==> src/shared/mrx_exec_regs.svh <==
`ifndef MRX_EXEC_REGS_SVH
`define MRX_EXEC_REGS_SVH

// ****************************************************************
// Reset values
// ****************************************************************
`define MRX_PC_RESET       13'h0000
`define MRX_ACC_RESET      8'h00
`define MRX_IRQCTL_RESET   8'h00

// ****************************************************************
// Field positions
// ****************************************************************
`define MRX_GIE_BIT        3'h7
`define MRX_IRQCTL_ADDR    7'h0B

// ****************************************************************
// Opcode patterns, exact words or compared under a mask
// ****************************************************************
`define MRX_OP_IDLE        14'h0000
`define MRX_OP_RETURN      14'h0008
`define MRX_OP_IRET        14'h0009
`define MRX_STORE_MASK     14'h3F80
`define MRX_STORE_MATCH    14'h0080
`define MRX_LIT_MASK       14'h3C00
`define MRX_LOADLIT_MATCH  14'h3000
`define MRX_RETLIT_MATCH   14'h3400

// ****************************************************************
// Timing counts, in instruction cycles
// ****************************************************************
`define MRX_CYC_SHORT      2'h1
`define MRX_CYC_LONG       2'h2

`endif

==> src/shared/mrx_exec_pkg.sv <==
package mrx_exec_pkg;

   // ****************************************************************
   // Sequencer states
   // ****************************************************************
   typedef enum logic [1:0]
   {
      MRX_ST_EXEC   = 2'h1,
      MRX_ST_SECOND = 2'h2
   } mrx_state_type;

   // ****************************************************************
   // Decoded instruction kinds
   // ****************************************************************
   typedef enum logic [2:0]
   {
      MRX_K_IDLE    = 3'h0,
      MRX_K_STORE   = 3'h1,
      MRX_K_LOADLIT = 3'h2,
      MRX_K_IRET    = 3'h3,
      MRX_K_RETLIT  = 3'h4,
      MRX_K_RETURN  = 3'h5
   } mrx_kind_type;

endpackage : mrx_exec_pkg

==> src/verilog/mrx_exec.sv <==
`timescale 1ns/1ps
`default_nettype none
`include "mrx_exec_regs.svh"

module mrx_exec
#(
   parameter int PC_W        = 13,
   parameter int STACK_DEPTH = 8
)
(
   // Clock and reset
   input  wire logic            mclk_i,
   input  wire logic            rst_i,
   // Instruction fetch
   input  wire logic [13:0]     instr_i,
   input  wire logic            instr_valid_i,
   output logic                 instr_ready_o,
   // Call and interrupt entry
   input  wire logic            call_push_i,
   input  wire logic [PC_W-1:0] call_addr_i,
   input  wire logic            irq_entry_i,
   // File register write port
   output logic                 file_we_o,
   output logic [6:0]           file_addr_o,
   output logic [7:0]           file_data_o,
   // Core state
   output logic [PC_W-1:0]      pc_o,
   output logic [7:0]           acc_o,
   output logic [7:0]           interrupt_control_reg_o,
   output logic                 global_irq_enable_o
);

   // ****************************************************************
   // Parameter check
   // ****************************************************************
   if (PC_W < 8 || PC_W > 16)
   begin : g_bad_pc
      $error("mrx_exec: PC_W must lie between 8 and 16");
   end

   // ****************************************************************
   // Decoder
   // ****************************************************************
   function automatic mrx_exec_pkg::mrx_kind_type decode(input logic [13:0] w);
      mrx_exec_pkg::mrx_kind_type k;
      k = mrx_exec_pkg::MRX_K_IDLE;
      if ((w & `MRX_STORE_MASK) == `MRX_STORE_MATCH)
         k = mrx_exec_pkg::MRX_K_STORE;
      else if ((w & `MRX_LIT_MASK) == `MRX_LOADLIT_MATCH)
         k = mrx_exec_pkg::MRX_K_LOADLIT;
      else if ((w & `MRX_LIT_MASK) == `MRX_RETLIT_MATCH)
         k = mrx_exec_pkg::MRX_K_RETLIT;
      else if (w == `MRX_OP_IRET)
         k = mrx_exec_pkg::MRX_K_IRET;
      else if (w == `MRX_OP_RETURN)
         k = mrx_exec_pkg::MRX_K_RETURN;
      return k;
   endfunction : decode

   function automatic logic is_return(input mrx_exec_pkg::mrx_kind_type k);
      return (k == mrx_exec_pkg::MRX_K_IRET) || (k == mrx_exec_pkg::MRX_K_RETLIT) ||
             (k == mrx_exec_pkg::MRX_K_RETURN);
   endfunction : is_return

   mrx_exec_pkg::mrx_state_type state_q;
   mrx_exec_pkg::mrx_state_type state_d;
   mrx_exec_pkg::mrx_kind_type  kind;
   mrx_exec_pkg::mrx_kind_type  kind_q;
   logic                        take;
   logic                        pop;
   logic [PC_W-1:0]             stack_top_entry;
   logic [PC_W-1:0]             pc_q;
   logic [7:0]                  acc_q;
   logic [7:0]                  irqctl_q;
   logic                        ready_q;
   logic                        file_we_q;
   logic [6:0]                  file_addr_q;
   logic [7:0]                  file_data_q;
   logic [1:0]                  cyc_q;
   logic                        irq_set;
   logic                        ctl_write;

   assign kind      = decode(instr_i);
   assign take      = instr_valid_i && ready_q;
   // Pop only once, in the first cycle of a return
   assign pop       = take && is_return(kind);
   assign irq_set   = (state_q == mrx_exec_pkg::MRX_ST_SECOND) && (kind_q == mrx_exec_pkg::MRX_K_IRET);
   assign ctl_write = take && (kind == mrx_exec_pkg::MRX_K_STORE) && (instr_i[6:0] == `MRX_IRQCTL_ADDR);

   // ****************************************************************
   // Hardware stack
   // ****************************************************************
   mrx_stack
   #(
      .WIDTH (PC_W),
      .DEPTH (STACK_DEPTH)
   )
   u_stack
   (
      .mclk_i            (mclk_i),
      .rst_i             (rst_i),
      .push_i            (call_push_i),
      .push_data_i       (call_addr_i),
      .pop_i             (pop),
      .stack_top_entry_o (stack_top_entry)
   );

   // ****************************************************************
   // Sequencer
   // ****************************************************************
   always_comb
   begin
      state_d = state_q;
      unique case (state_q)
         mrx_exec_pkg::MRX_ST_EXEC:
         begin
            if (pop)
               state_d = mrx_exec_pkg::MRX_ST_SECOND;
         end
         mrx_exec_pkg::MRX_ST_SECOND:
         begin
            if (cyc_q == `MRX_CYC_SHORT)
               state_d = mrx_exec_pkg::MRX_ST_EXEC;
         end
         default:
         begin
            state_d = mrx_exec_pkg::MRX_ST_EXEC;
         end
      endcase
   end

   always_ff @(posedge mclk_i or posedge rst_i)
   begin
      if (rst_i)
         state_q <= mrx_exec_pkg::MRX_ST_EXEC;
      else
         state_q <= state_d;
   end

   // ****************************************************************
   // Cycle count and held kind
   // ****************************************************************
   always_ff @(posedge mclk_i or posedge rst_i)
   begin
      if (rst_i)
      begin
         cyc_q  <= 2'h0;
         kind_q <= mrx_exec_pkg::MRX_K_IDLE;
      end
      else if (take)
      begin
         cyc_q  <= is_return(kind) ? `MRX_CYC_LONG - `MRX_CYC_SHORT : 2'h0;
         kind_q <= kind;
      end
      else if (cyc_q != 2'h0)
         cyc_q <= cyc_q - `MRX_CYC_SHORT;
   end

   // Ready falls for the second cycle of a return
   always_ff @(posedge mclk_i or posedge rst_i)
   begin
      if (rst_i)
         ready_q <= 1'b0;
      else
         ready_q <= (state_d == mrx_exec_pkg::MRX_ST_EXEC);
   end

   // ****************************************************************
   // Program counter
   // ****************************************************************
   always_ff @(posedge mclk_i or posedge rst_i)
   begin
      if (rst_i)
         pc_q <= PC_W'(`MRX_PC_RESET);
      else if (pop)
         pc_q <= stack_top_entry;
      else if (take)
         pc_q <= pc_q + {{(PC_W-1){1'b0}}, 1'b1};
   end

   // ****************************************************************
   // Accumulator
   // ****************************************************************
   always_ff @(posedge mclk_i or posedge rst_i)
   begin
      if (rst_i)
         acc_q <= `MRX_ACC_RESET;
      else if (take && kind == mrx_exec_pkg::MRX_K_LOADLIT)
         acc_q <= instr_i[7:0];
      else if (take && kind == mrx_exec_pkg::MRX_K_RETLIT)
         acc_q <= instr_i[7:0];
   end

   // ****************************************************************
   // File write port
   // ****************************************************************
   // accumulator to file
   always_ff @(posedge mclk_i or posedge rst_i)
   begin
      if (rst_i)
      begin
         file_we_q   <= 1'b0;
         file_addr_q <= 7'h00;
         file_data_q <= 8'h00;
      end
      else
      begin
         file_we_q <= take && (kind == mrx_exec_pkg::MRX_K_STORE);
         if (take && kind == mrx_exec_pkg::MRX_K_STORE)
         begin
            file_addr_q <= instr_i[6:0];
            file_data_q <= acc_q;
         end
      end
   end

   // ****************************************************************
   // Interrupt control register
   // ****************************************************************
   // A store and an enable change in one cycle cannot both be new:
   // the store is applied first, then the enable bit on top of it
   always_ff @(posedge mclk_i or posedge rst_i)
   begin
      if (rst_i)
         irqctl_q <= `MRX_IRQCTL_RESET;
      else
      begin
         if (ctl_write)
            irqctl_q <= acc_q;
         if (irq_set)
            irqctl_q[`MRX_GIE_BIT] <= 1'b1;
         else if (irq_entry_i)
            irqctl_q[`MRX_GIE_BIT] <= 1'b0;
      end
   end

   // ****************************************************************
   // Outputs
   // ****************************************************************
   assign instr_ready_o           = ready_q;
   assign file_we_o               = file_we_q;
   assign file_addr_o             = file_addr_q;
   assign file_data_o             = file_data_q;
   assign pc_o                    = pc_q;
   assign acc_o                   = acc_q;
   assign interrupt_control_reg_o = irqctl_q;
   assign global_irq_enable_o     = irqctl_q[`MRX_GIE_BIT];

endmodule : mrx_exec

`default_nettype wire

==> src/verilog/mrx_stack.sv <==
`timescale 1ns/1ps
`default_nettype none

module mrx_stack
#(
   parameter int WIDTH = 13,
   parameter int DEPTH = 8
)
(
   // Clock and reset
   input  wire logic             mclk_i,
   input  wire logic             rst_i,
   // Stack operations
   input  wire logic             push_i,
   input  wire logic [WIDTH-1:0] push_data_i,
   input  wire logic             pop_i,
   // Top entry
   output logic      [WIDTH-1:0] stack_top_entry_o
);

   localparam int PW = $clog2(DEPTH);

   // ****************************************************************
   // Parameter check
   // ****************************************************************
   // Circular pointer wraps silently, so depth must be a power of two
   if (DEPTH < 2 || (1 << PW) != DEPTH)
   begin : g_bad_depth
      $error("mrx_stack: DEPTH must be a power of two, at least 2");
   end

   logic [WIDTH-1:0] mem_q [DEPTH];
   logic [PW-1:0]    ptr_q;
   logic [PW-1:0]    ptr_inc;

   assign ptr_inc           = ptr_q + {{(PW-1){1'b0}}, 1'b1};
   assign stack_top_entry_o = mem_q[ptr_q];

   // ****************************************************************
   // Pointer
   // ****************************************************************
   // Overflow overwrites the oldest entry, no error is raised
   always_ff @(posedge mclk_i or posedge rst_i)
   begin
      if (rst_i)
         ptr_q <= '0;
      else if (push_i && !pop_i)
         ptr_q <= ptr_inc;
      else if (pop_i && !push_i)
         ptr_q <= ptr_q - {{(PW-1){1'b0}}, 1'b1};
   end

   // ****************************************************************
   // Storage
   // ****************************************************************
   // Push and pop together replace the top entry
   for (genvar i = 0; i < DEPTH; i++)
   begin : g_entry
      always_ff @(posedge mclk_i or posedge rst_i)
      begin
         if (rst_i)
            mem_q[i] <= '0;
         else if (push_i && !pop_i && ptr_inc == PW'(i))
            mem_q[i] <= push_data_i;
         else if (push_i && pop_i && ptr_q == PW'(i))
            mem_q[i] <= push_data_i;
      end
   end

endmodule : mrx_stack

`default_nettype wire
==> config.mk <==
export PLATFORM = sky130hd
export DESIGN_NAME = mrx_exec
export DESIGN_NICKNAME = d
export VERILOG_FILES = /design/src/shared/mrx_exec_pkg.sv /design/src/verilog/mrx_exec.sv /design/src/verilog/mrx_stack.sv
export VERILOG_INCLUDE_DIRS = /design/src /design/src/shared
export SDC_FILE = /design/constraint.sdc
export NUM_CORES = 1
export LEC_CHECK = 0
export BUFFER_PORTS_ARGS = -buffer_cell sky130_fd_sc_hd__clkbuf_2
export CAP_MARGIN = 20
export CORE_UTILIZATION = 50
export CTS_CLUSTER_SIZE = 40
export DETAILED_ROUTE_END_ITERATION = 10
export PLACE_DENSITY = 0.8
export SLEW_MARGIN = 25
export SYNTH_ARGS = -nofsm -noshare
export SYNTH_HDL_FRONTEND = slang
export SYNTH_SLANG_ARGS = --single-unit
==> constraint.sdc <==
create_clock -name mclk_i -period 9.4 [get_ports mclk_i]
set_input_delay 0.47 -clock mclk_i [delete_from_list [all_inputs] [get_ports mclk_i]]
set_output_delay 0.47 -clock mclk_i [all_outputs]
set_load 0.01 [all_outputs]
# [After elaboration in Yosys (flattened, before gate mapping)]
# Cells that the tools add are included.
[word_totals] regBits=160 output_inout_bits=47 word_cells=141
[classes] n_addsub=4 n_lt_le_gt_ge=1 eq_ne=30 n_mux=39 n_bitwise=1 n_reduce_logical=46
[ops] cell="2-to-1 mux 13 bit" count=20
[ops] cell="binary-select mux 13 bit (select 3 bit)" count=1
[ops] cell="equality test 3 bit, second input constant" count=10
[ops] cell="equality test 14 x 4 -> 1 bit, second input constant" count=2
[ops] cell="logical AND 1 bit" count=26
[ops] cell="nonzero test 2 bit" count=13
[ops] cell="2-to-1 mux 8 bit" count=3
[ops] cell="equality test 3 x 2 -> 1 bit, second input constant" count=7
[ops] cell="2-to-1 mux 3 bit" count=7
[ops] cell="adder 13 x 1 -> 13 bit, second input constant" count=1
[ops] cell="equality test 3 x 1 -> 1 bit, second input constant" count=3
[ops] cell="equality test 4 bit, second input constant" count=2
[ops] cell="2-to-1 mux 2 bit" count=4
[ops] cell="equality test 7 x 1 -> 1 bit, second input constant" count=1
[ops] cell="equality test 7 x 4 -> 1 bit, second input constant" count=1
[ops] cell="equality test 2 x 1 -> 1 bit, second input constant" count=3
[ops] cell="logical NOT 3 bit" count=2
[ops] cell="greater-or-equal comparator 4 bit, second input constant" count=1
[ops] cell="inverter 3 -> 4 bit" count=1
[ops] cell="one-hot mux 2 bit (2 select lines)" count=1
[ops] cell="adder 3 x 1 -> 3 bit, second input constant" count=1
[ops] cell="2-to-1 mux 1 bit" count=3
[ops] cell="nonzero test 3 bit" count=1
[ops] cell="subtractor 3 x 1 -> 3 bit, second input constant" count=1
[ops] cell="other kinds (4)" count=6

# [Depth between registers and ports, before layout]
[logic_depth] ltp_word=14 depth_mapped=10

# [Hierarchy]
# From an unflattened synthesis, not the netlist that was laid out.
[unflattened] cells_unflattened=602 hier_area_um2=7597.3
[by_module_without_submodules] module="mrx_stack" instances=1 cells_each=336 area_each_um2=4986.0 seq_area_each_um2=2677.6
[by_module_without_submodules] module="mrx_exec" instances=1 cells_each=266 area_each_um2=2611.3 seq_area_each_um2=1327.5

# [Worst setup path after synthesis]
# Ideal clock, no wire load.
[synth_timing] kind="input -> register" startpoint="input instr_i[11]" endpoint="register u_stack.mem_q[52] (netlist name)" setup_time_ns=0.125 arrival_ns=2.950 path_slack_ns=6.325 cell_stages=9 n_path_buf=2 path_cell_list="nor4_4 nand4_2 a21oi_2 inv_1 ha_1 clkbuf_1 a32oi_1 clkbuf_1 mux2_2"
[synth_via] elab_chain_cells=14 elab_cells_between_ends=23 classes_between="eq/ne: 8; mux: 6; reduce/logical: 9"
[synth_rtl] item="start, declared" line_no="mrx_exec.sv:15" source="input wire logic [13:0] instr_i,"
[synth_rtl] item="equality test 14 x 4 -> 1 bit (no source line)"
[synth_rtl] item="2-to-1 mux 3 bit" line_no="mrx_exec.sv:55" source="else if (w == `MRX_OP_RETURN)"
[synth_rtl] item="2-to-1 mux 3 bit" line_no="mrx_exec.sv:53" source="else if (w == `MRX_OP_IRET)"
[synth_rtl] item="2-to-1 mux 3 bit" line_no="mrx_exec.sv:51" source="else if ((w & `MRX_LIT_MASK) == `MRX_RETLIT_MATCH)"
[synth_rtl] item="2-to-1 mux 3 bit" line_no="mrx_exec.sv:49" source="else if ((w & `MRX_LIT_MASK) == `MRX_LOADLIT_MATCH)"
[synth_rtl] item="2-to-1 mux 3 bit *" line_no="mrx_exec.sv:47" source="if ((w & `MRX_STORE_MASK) == `MRX_STORE_MATCH)"
[synth_rtl] item="equality test 3 x 2 -> 1 bit or equality test 3 bit (tied branches)" line_no="mrx_exec.sv:61" source="return (k == mrx_exec_pkg::MRX_K_IRET) || (k == mrx_exec_pkg::MRX_K_RETLIT) ||"
[synth_rtl] item="logical OR 1 bit" line_no="mrx_exec.sv:61"
[synth_rtl] item="logical OR 1 bit *" line_no="mrx_exec.sv:61"
[synth_rtl] item="logical AND 1 bit *" line_no="mrx_exec.sv:86" source="assign pop = take && is_return(kind);"
[synth_rtl] item="logical NOT 1 bit" line_no="mrx_stack.sv:63" source="else if (push_i && !pop_i && ptr_inc == PW'(i))"
[synth_rtl] item="logical AND 1 bit (2 in series)" line_no="mrx_stack.sv:63"
[synth_rtl] item="2-to-1 mux 13 bit or nonzero test 2 bit (tied branches)"
[synth_rtl] item="end signal, assigned by index" line_no="mrx_stack.sv:64" source="mem_q[i] <= push_data_i;"
[synth_rtl] item="end signal, assigned by index" line_no="mrx_stack.sv:66" source="mem_q[i] <= push_data_i;"
[synth_rtl] item="end, declared" line_no="mrx_stack.sv:32" source="logic [WIDTH-1:0] mem_q [DEPTH];"
# Every way passes the cells marked *; elsewhere a longest branch is shown, timed or not.
# A chain may end at the register's enable or synchronous reset.

# [Final worst setup path]
[layout_timing] startpoint="register ready_q (netlist: instr_ready_o)" endpoint="register u_stack.mem_q[22] (netlist name)"
[layout_via] elab_chain_cells=6 elab_cells_between_ends=9 classes_between="mux: 1; reduce/logical: 8"
[layout_rtl] item="start, declared" line_no="mrx_exec.sv:75" source="logic ready_q;"
[layout_rtl] item="start signal, assigned" line_no="mrx_exec.sv:165" source="ready_q <= (state_d == mrx_exec_pkg::MRX_ST_EXEC);"
[layout_rtl] item="logical AND 1 bit *" line_no="mrx_exec.sv:84" source="assign take = instr_valid_i && ready_q;"
[layout_rtl] item="logical AND 1 bit *" line_no="mrx_exec.sv:86"
[layout_rtl] item="logical NOT 1 bit" line_no="mrx_stack.sv:63"
[layout_rtl] item="logical AND 1 bit (2 in series)" line_no="mrx_stack.sv:63"
[layout_rtl] item="2-to-1 mux 13 bit or nonzero test 2 bit (tied branches)"
# Marks and branches as above.

==> results <==
- Buffers inserted during clock tree synthesis total 17.
- The total inserted antenna cells is 0.
- The largest total area in the synthesized netlist belongs to dfrtp_1.
- The relative max-transition margin is 38.43%.
- The power share of the combinational group is 34.1%.
- During synthesis, Yosys emitted a total of 0 warnings.
- The flow ran to the end, and the final reports show no timing, DRC or antenna violations.
- The worst setup path is launched from a register.
- The clock passes through at most 2 buffers.
- The root buffer cell chosen for the clock tree is clkbuf_16.
- The net count reported at finish is 666.
- The kind of critical path is register to register.
- The critical-path cell with the highest stage delay is a32o_1.
- The most used flip-flop cell after synthesis is dfrtp_1.
- After the first detailed-routing iteration, the DRC count stood at 329.
- The die extent in x is 124.3 um.
- The peak supply drop is 0.0001770 V.
- For the worst setup path, the data arrival time is 3690 ps.
- Along the worst path, the maximum fanout reaches 20.
- The largest delay contributor family on the critical path is compound AO/OA/AOI/OAI gates.
- Tracing the worst setup path back leads to its startpoint at instr_ready_o.
- The cell area after synthesis is 7481 um^2.
- Counting the fill cells in the layout gives 1102.
- The number of failing setup endpoints in the final timing report is 0.
- For the worst-skew pair, the clock arrives at the later sink with an insertion delay of 430 ps.
- The number of input and output port buffers inserted is 78.
- Overall power consumption after layout is estimated at 2.910 mW.
- In this run the core area contains 44 standard-cell rows.
- The worst reg-to-reg setup slack is 6020 ps.
- The main combinational cell family by area after synthesis is multiplexers.
- After Yosys synthesis, XOR and XNOR cells account for 0.3512% of the synthesized area.
- The worst path in the final design needs a cycle of 3377 ps, including I/O delays and setup.
- The net switching power is 0.9574 mW.
- The post-DP HPWL is 10620 um.
- Max-cap violations in this run came to 0.
- The largest net degree at the start of global routing is 83.
- The worst clock skew is 8.406 ps.
- In this run the worst setup path terminates at u_stack.mem_q[22].
- After detailed routing, the total wire length is 16580 um.
- In this run, synthesis inferred 0 flip-flops with an integrated enable.
- The power share of the clock group is 23.8%.
- The worst register-to-register path begins at instr_ready_o.
- The initial core utilization is 51.28%.
- The largest stage delay on the critical path is 800 ps.
- The first global-routing pass estimated 27410 um of wire.
- After detailed routing, the number of vias per cell comes to 6.037.
- The number of top-level pins is 79.
- The path class of the tightest hold or removal check is primary input to async pin.
- Before antenna repair, the detailed router went through 5 iterations.
- After synthesis, the most frequently instantiated cells are dfrtp_1 (159), mux2_2 (120), nand2_1 (48).
- Global routing used 22.89% of the available tracks.
- The sequential share of power is 42.1%.
- The worst setup path is captured at a register.
- The internal power is 1.953 mW.
- Synthesis produced 545 cells.
- After synthesis the netlist holds a flip-flop and latch count of 160.
- The per-instance average area after synthesis is 13.73 um^2.
- The number of buffers added to fix hold violations after cts is 0.
- In this run the static leakage power is 3.902 nW.
- The number of endpoints with negative hold slack in the final report was 0.
- The via count of the first global-routing pass is 5166.
- The buffer count from post-CTS setup fixing is 0.
- The fraction of layout instances using a drive strength above 1 is 43.35%.
- Net switching is 32.90% of the power.
- Data on the critical path is required at its endpoint by 9710 ps.
- The buffering stage count on the worst path with inverters included is 1.
- The final-report max-slew violation count was 0.
- From synthesis to final layout, the design area changed by 14.75%.
- Counting flops with an async set or reset pin after synthesis yields a share of 100.0%.
- dfrtp_1 is the most common cell in the netlist.
- After clock tree synthesis, the repair step resized 0 gates.
- The count of unresolved DRC violations after routing is 0.
- The total stage count of the critical path is 7.
- The floorplan step defined a die boundary enclosing 15460 um^2.
- The routed layout has 4926 vias.
- The clock net in this run drives a total of 160 sinks.
- Timing would allow up to 0.2961 GHz.
- The CTS tree is built.
- The H-tree was split into 4 levels.
- By area the synthesized netlist is led by dfrtp_1 (53%), mux2_2 (18%), mux4_2 (7.8%).
- In the final routed layout, each cell accounts on average for 20.32 um.
- The synthesized netlist devotes 5.352% of its cell area to compound gates.
- After Yosys synthesis, and, or, nand and nor cells account for 7.493% of the synthesized area.
- Measured along the y axis, the die boundary spans 124.3 um.
- The power per cell area is 339.0 nW/um^2.
- The setup TNS is 0 ps.
- The top cell type by area accounts for 53.19% of the synthesized area.
- The actual slew at the worst max-slew pin is 923.5 ps.
- For the worst flop-to-flop path, the logic depth is 7.
- Multiplexer cells account for 28.10% of the synthesized area.
- The number of antenna violations at the first check in global routing is 0.
- The core region area is 14590 um^2.
- The final period utilization is 35.93%.
- The clock-pin slew reported for the worst setup and hold paths after clock tree synthesis is 60 ps.
- The synthesized netlist devotes 2.509% of its cell area to adder and majority cells.
- The total global routing overflow is 0.
- The post-synthesis sequential area ratio is 53.54%.
- In this run the critical register-to-register path is captured at u_stack.mem_q[22].
- The congestion estimate from routability-driven global placement came to 0.8207.
- The signal on the critical path passes through nand2_1 -> a21oi_2 -> inv_1 -> ha_1 -> nor2b_1 -> a32o_1 -> mux2_2.
- Setup repair after global routing left no endpoint under its margin.
- In this run the remaining antenna-violating nets after routing total 0.
- The distinct cell type count after synthesis is 55.
- The number of nets handed over by synthesis was 592.
## per-layer routing
| layer | vias up | part of all wire, % | GRT usage (%) |
|---|---|---|---|
| met1 | 2567 | 43 | 30.52 |
| met5 | - | 0 | 0 |
| met2 | 162 | 49 | 35.75 |
| met3 | 40 | 5.0 | 5.541 |
| li1 | 2157 | - | - |
| met4 | 0 | 2.9 | 9.993 |
## power by group through the flow
stage	clock network [mW]	logic [mW]	registers [mW]
after global routing	0.733	1.07	1.27
after global placement	0	0.947	1.20
final	0.691	0.993	1.23
after floorplan	0	0.773	1.15
after detailed placement	0	0.987	1.23
after CTS	0.701	0.998	1.22
## sequential cells by signal, indices dropped and copies added, names as in the netlist, 3 cells and up
name                     count
pc_o                        13
file_addr_o                  7
interrupt_control_reg_o      8
u_stack.mem_q              104
acc_o                        8
u_stack.ptr_q                3
file_data_o                  8
kind_q                       3
## cell type report
class / count / area [um^2] / area share [%]
timing repair buffer: 81 / 416.7 / 4.854
inverter: 15 / 61.31 / 0.7142
tap: 184 / 230.2 / 2.682
multi-input combinational: 344 / 3277 / 38.17
clock inverter: 13 / 147.6 / 1.720
clock buffer: 19 / 442.9 / 5.160
sequential: 160 / 4009 / 46.70
## worst min-delay path by stage
stage                              start                         end  slack [ps]  depth (start not counted)
after floorplan                kind_q[0]                   kind_q[0]         440                          2
final                              rst_i              file_addr_o[3]         150                          2
after detailed placement  file_data_o[1]              file_data_o[1]         460                          2
after CTS                          rst_i                    acc_o[4]         210                          2
after global placement         kind_q[0]                   kind_q[0]         450                          2
after global routing         irq_entry_i  interrupt_control_reg_o[7]         220                          2
## layout by cell type, fill, tap and decap left out, types with 2 or more instances in the layout
cell       count
dfrtp_1      158
mux2_2       120
clkbuf_2      78
nand2_1       48
mux4_2        26
nor2_1        22
o21ai_0       17
clkbuf_16     17
ha_1          15
inv_1         13
a21oi_1        7
a32o_1         7
mux2_4         7
inv_6          7
mux2i_1        6
nand3_1        6
nor4_1         5
a221o_1        4
a21o_1         4
or3_1          3
and3_1         3
and2_1         3
nor2b_1        3
nor3_1         3
nand4_1        3
nand4b_1       2
nor3b_1        2
o211ai_1       2
and4_1         2
o21a_1         2
xor2_1         2
clkinv_2       2
bufinv_16      2
clkinv_4       2
buf_4          2
## kinds of logic after synthesis
group           count (synthesis)
flops                         160
mux                           159
simple gates                  111
compound gates                 56
buf+inv                        41
fa+ha+maj                      15
xor+xnor                        3
## stage by stage
| stage | hold slack (ps) | setup slack, ps | instances | util (%) | instance area [um^2] |
|---|---|---|---|---|---|
| floorplan | 438.6 | 4612 | 545 | - | 7481 |
| global placement | 453.6 | 5884 | 784 | 54.75 | 7988 |
| detailed placement | 463.4 | 5782 | 784 | 54.75 | 7988 |
| CTS | 209.8 | 6028 | 816 | 58.80 | 8578 |
| global route | 221.8 | 5801 | 816 | 58.84 | 8584 |
| finish | 151.5 | 6023 | 816 | 58.84 | 8584 |
Note: power is estimated with default switching activity, not from simulation.
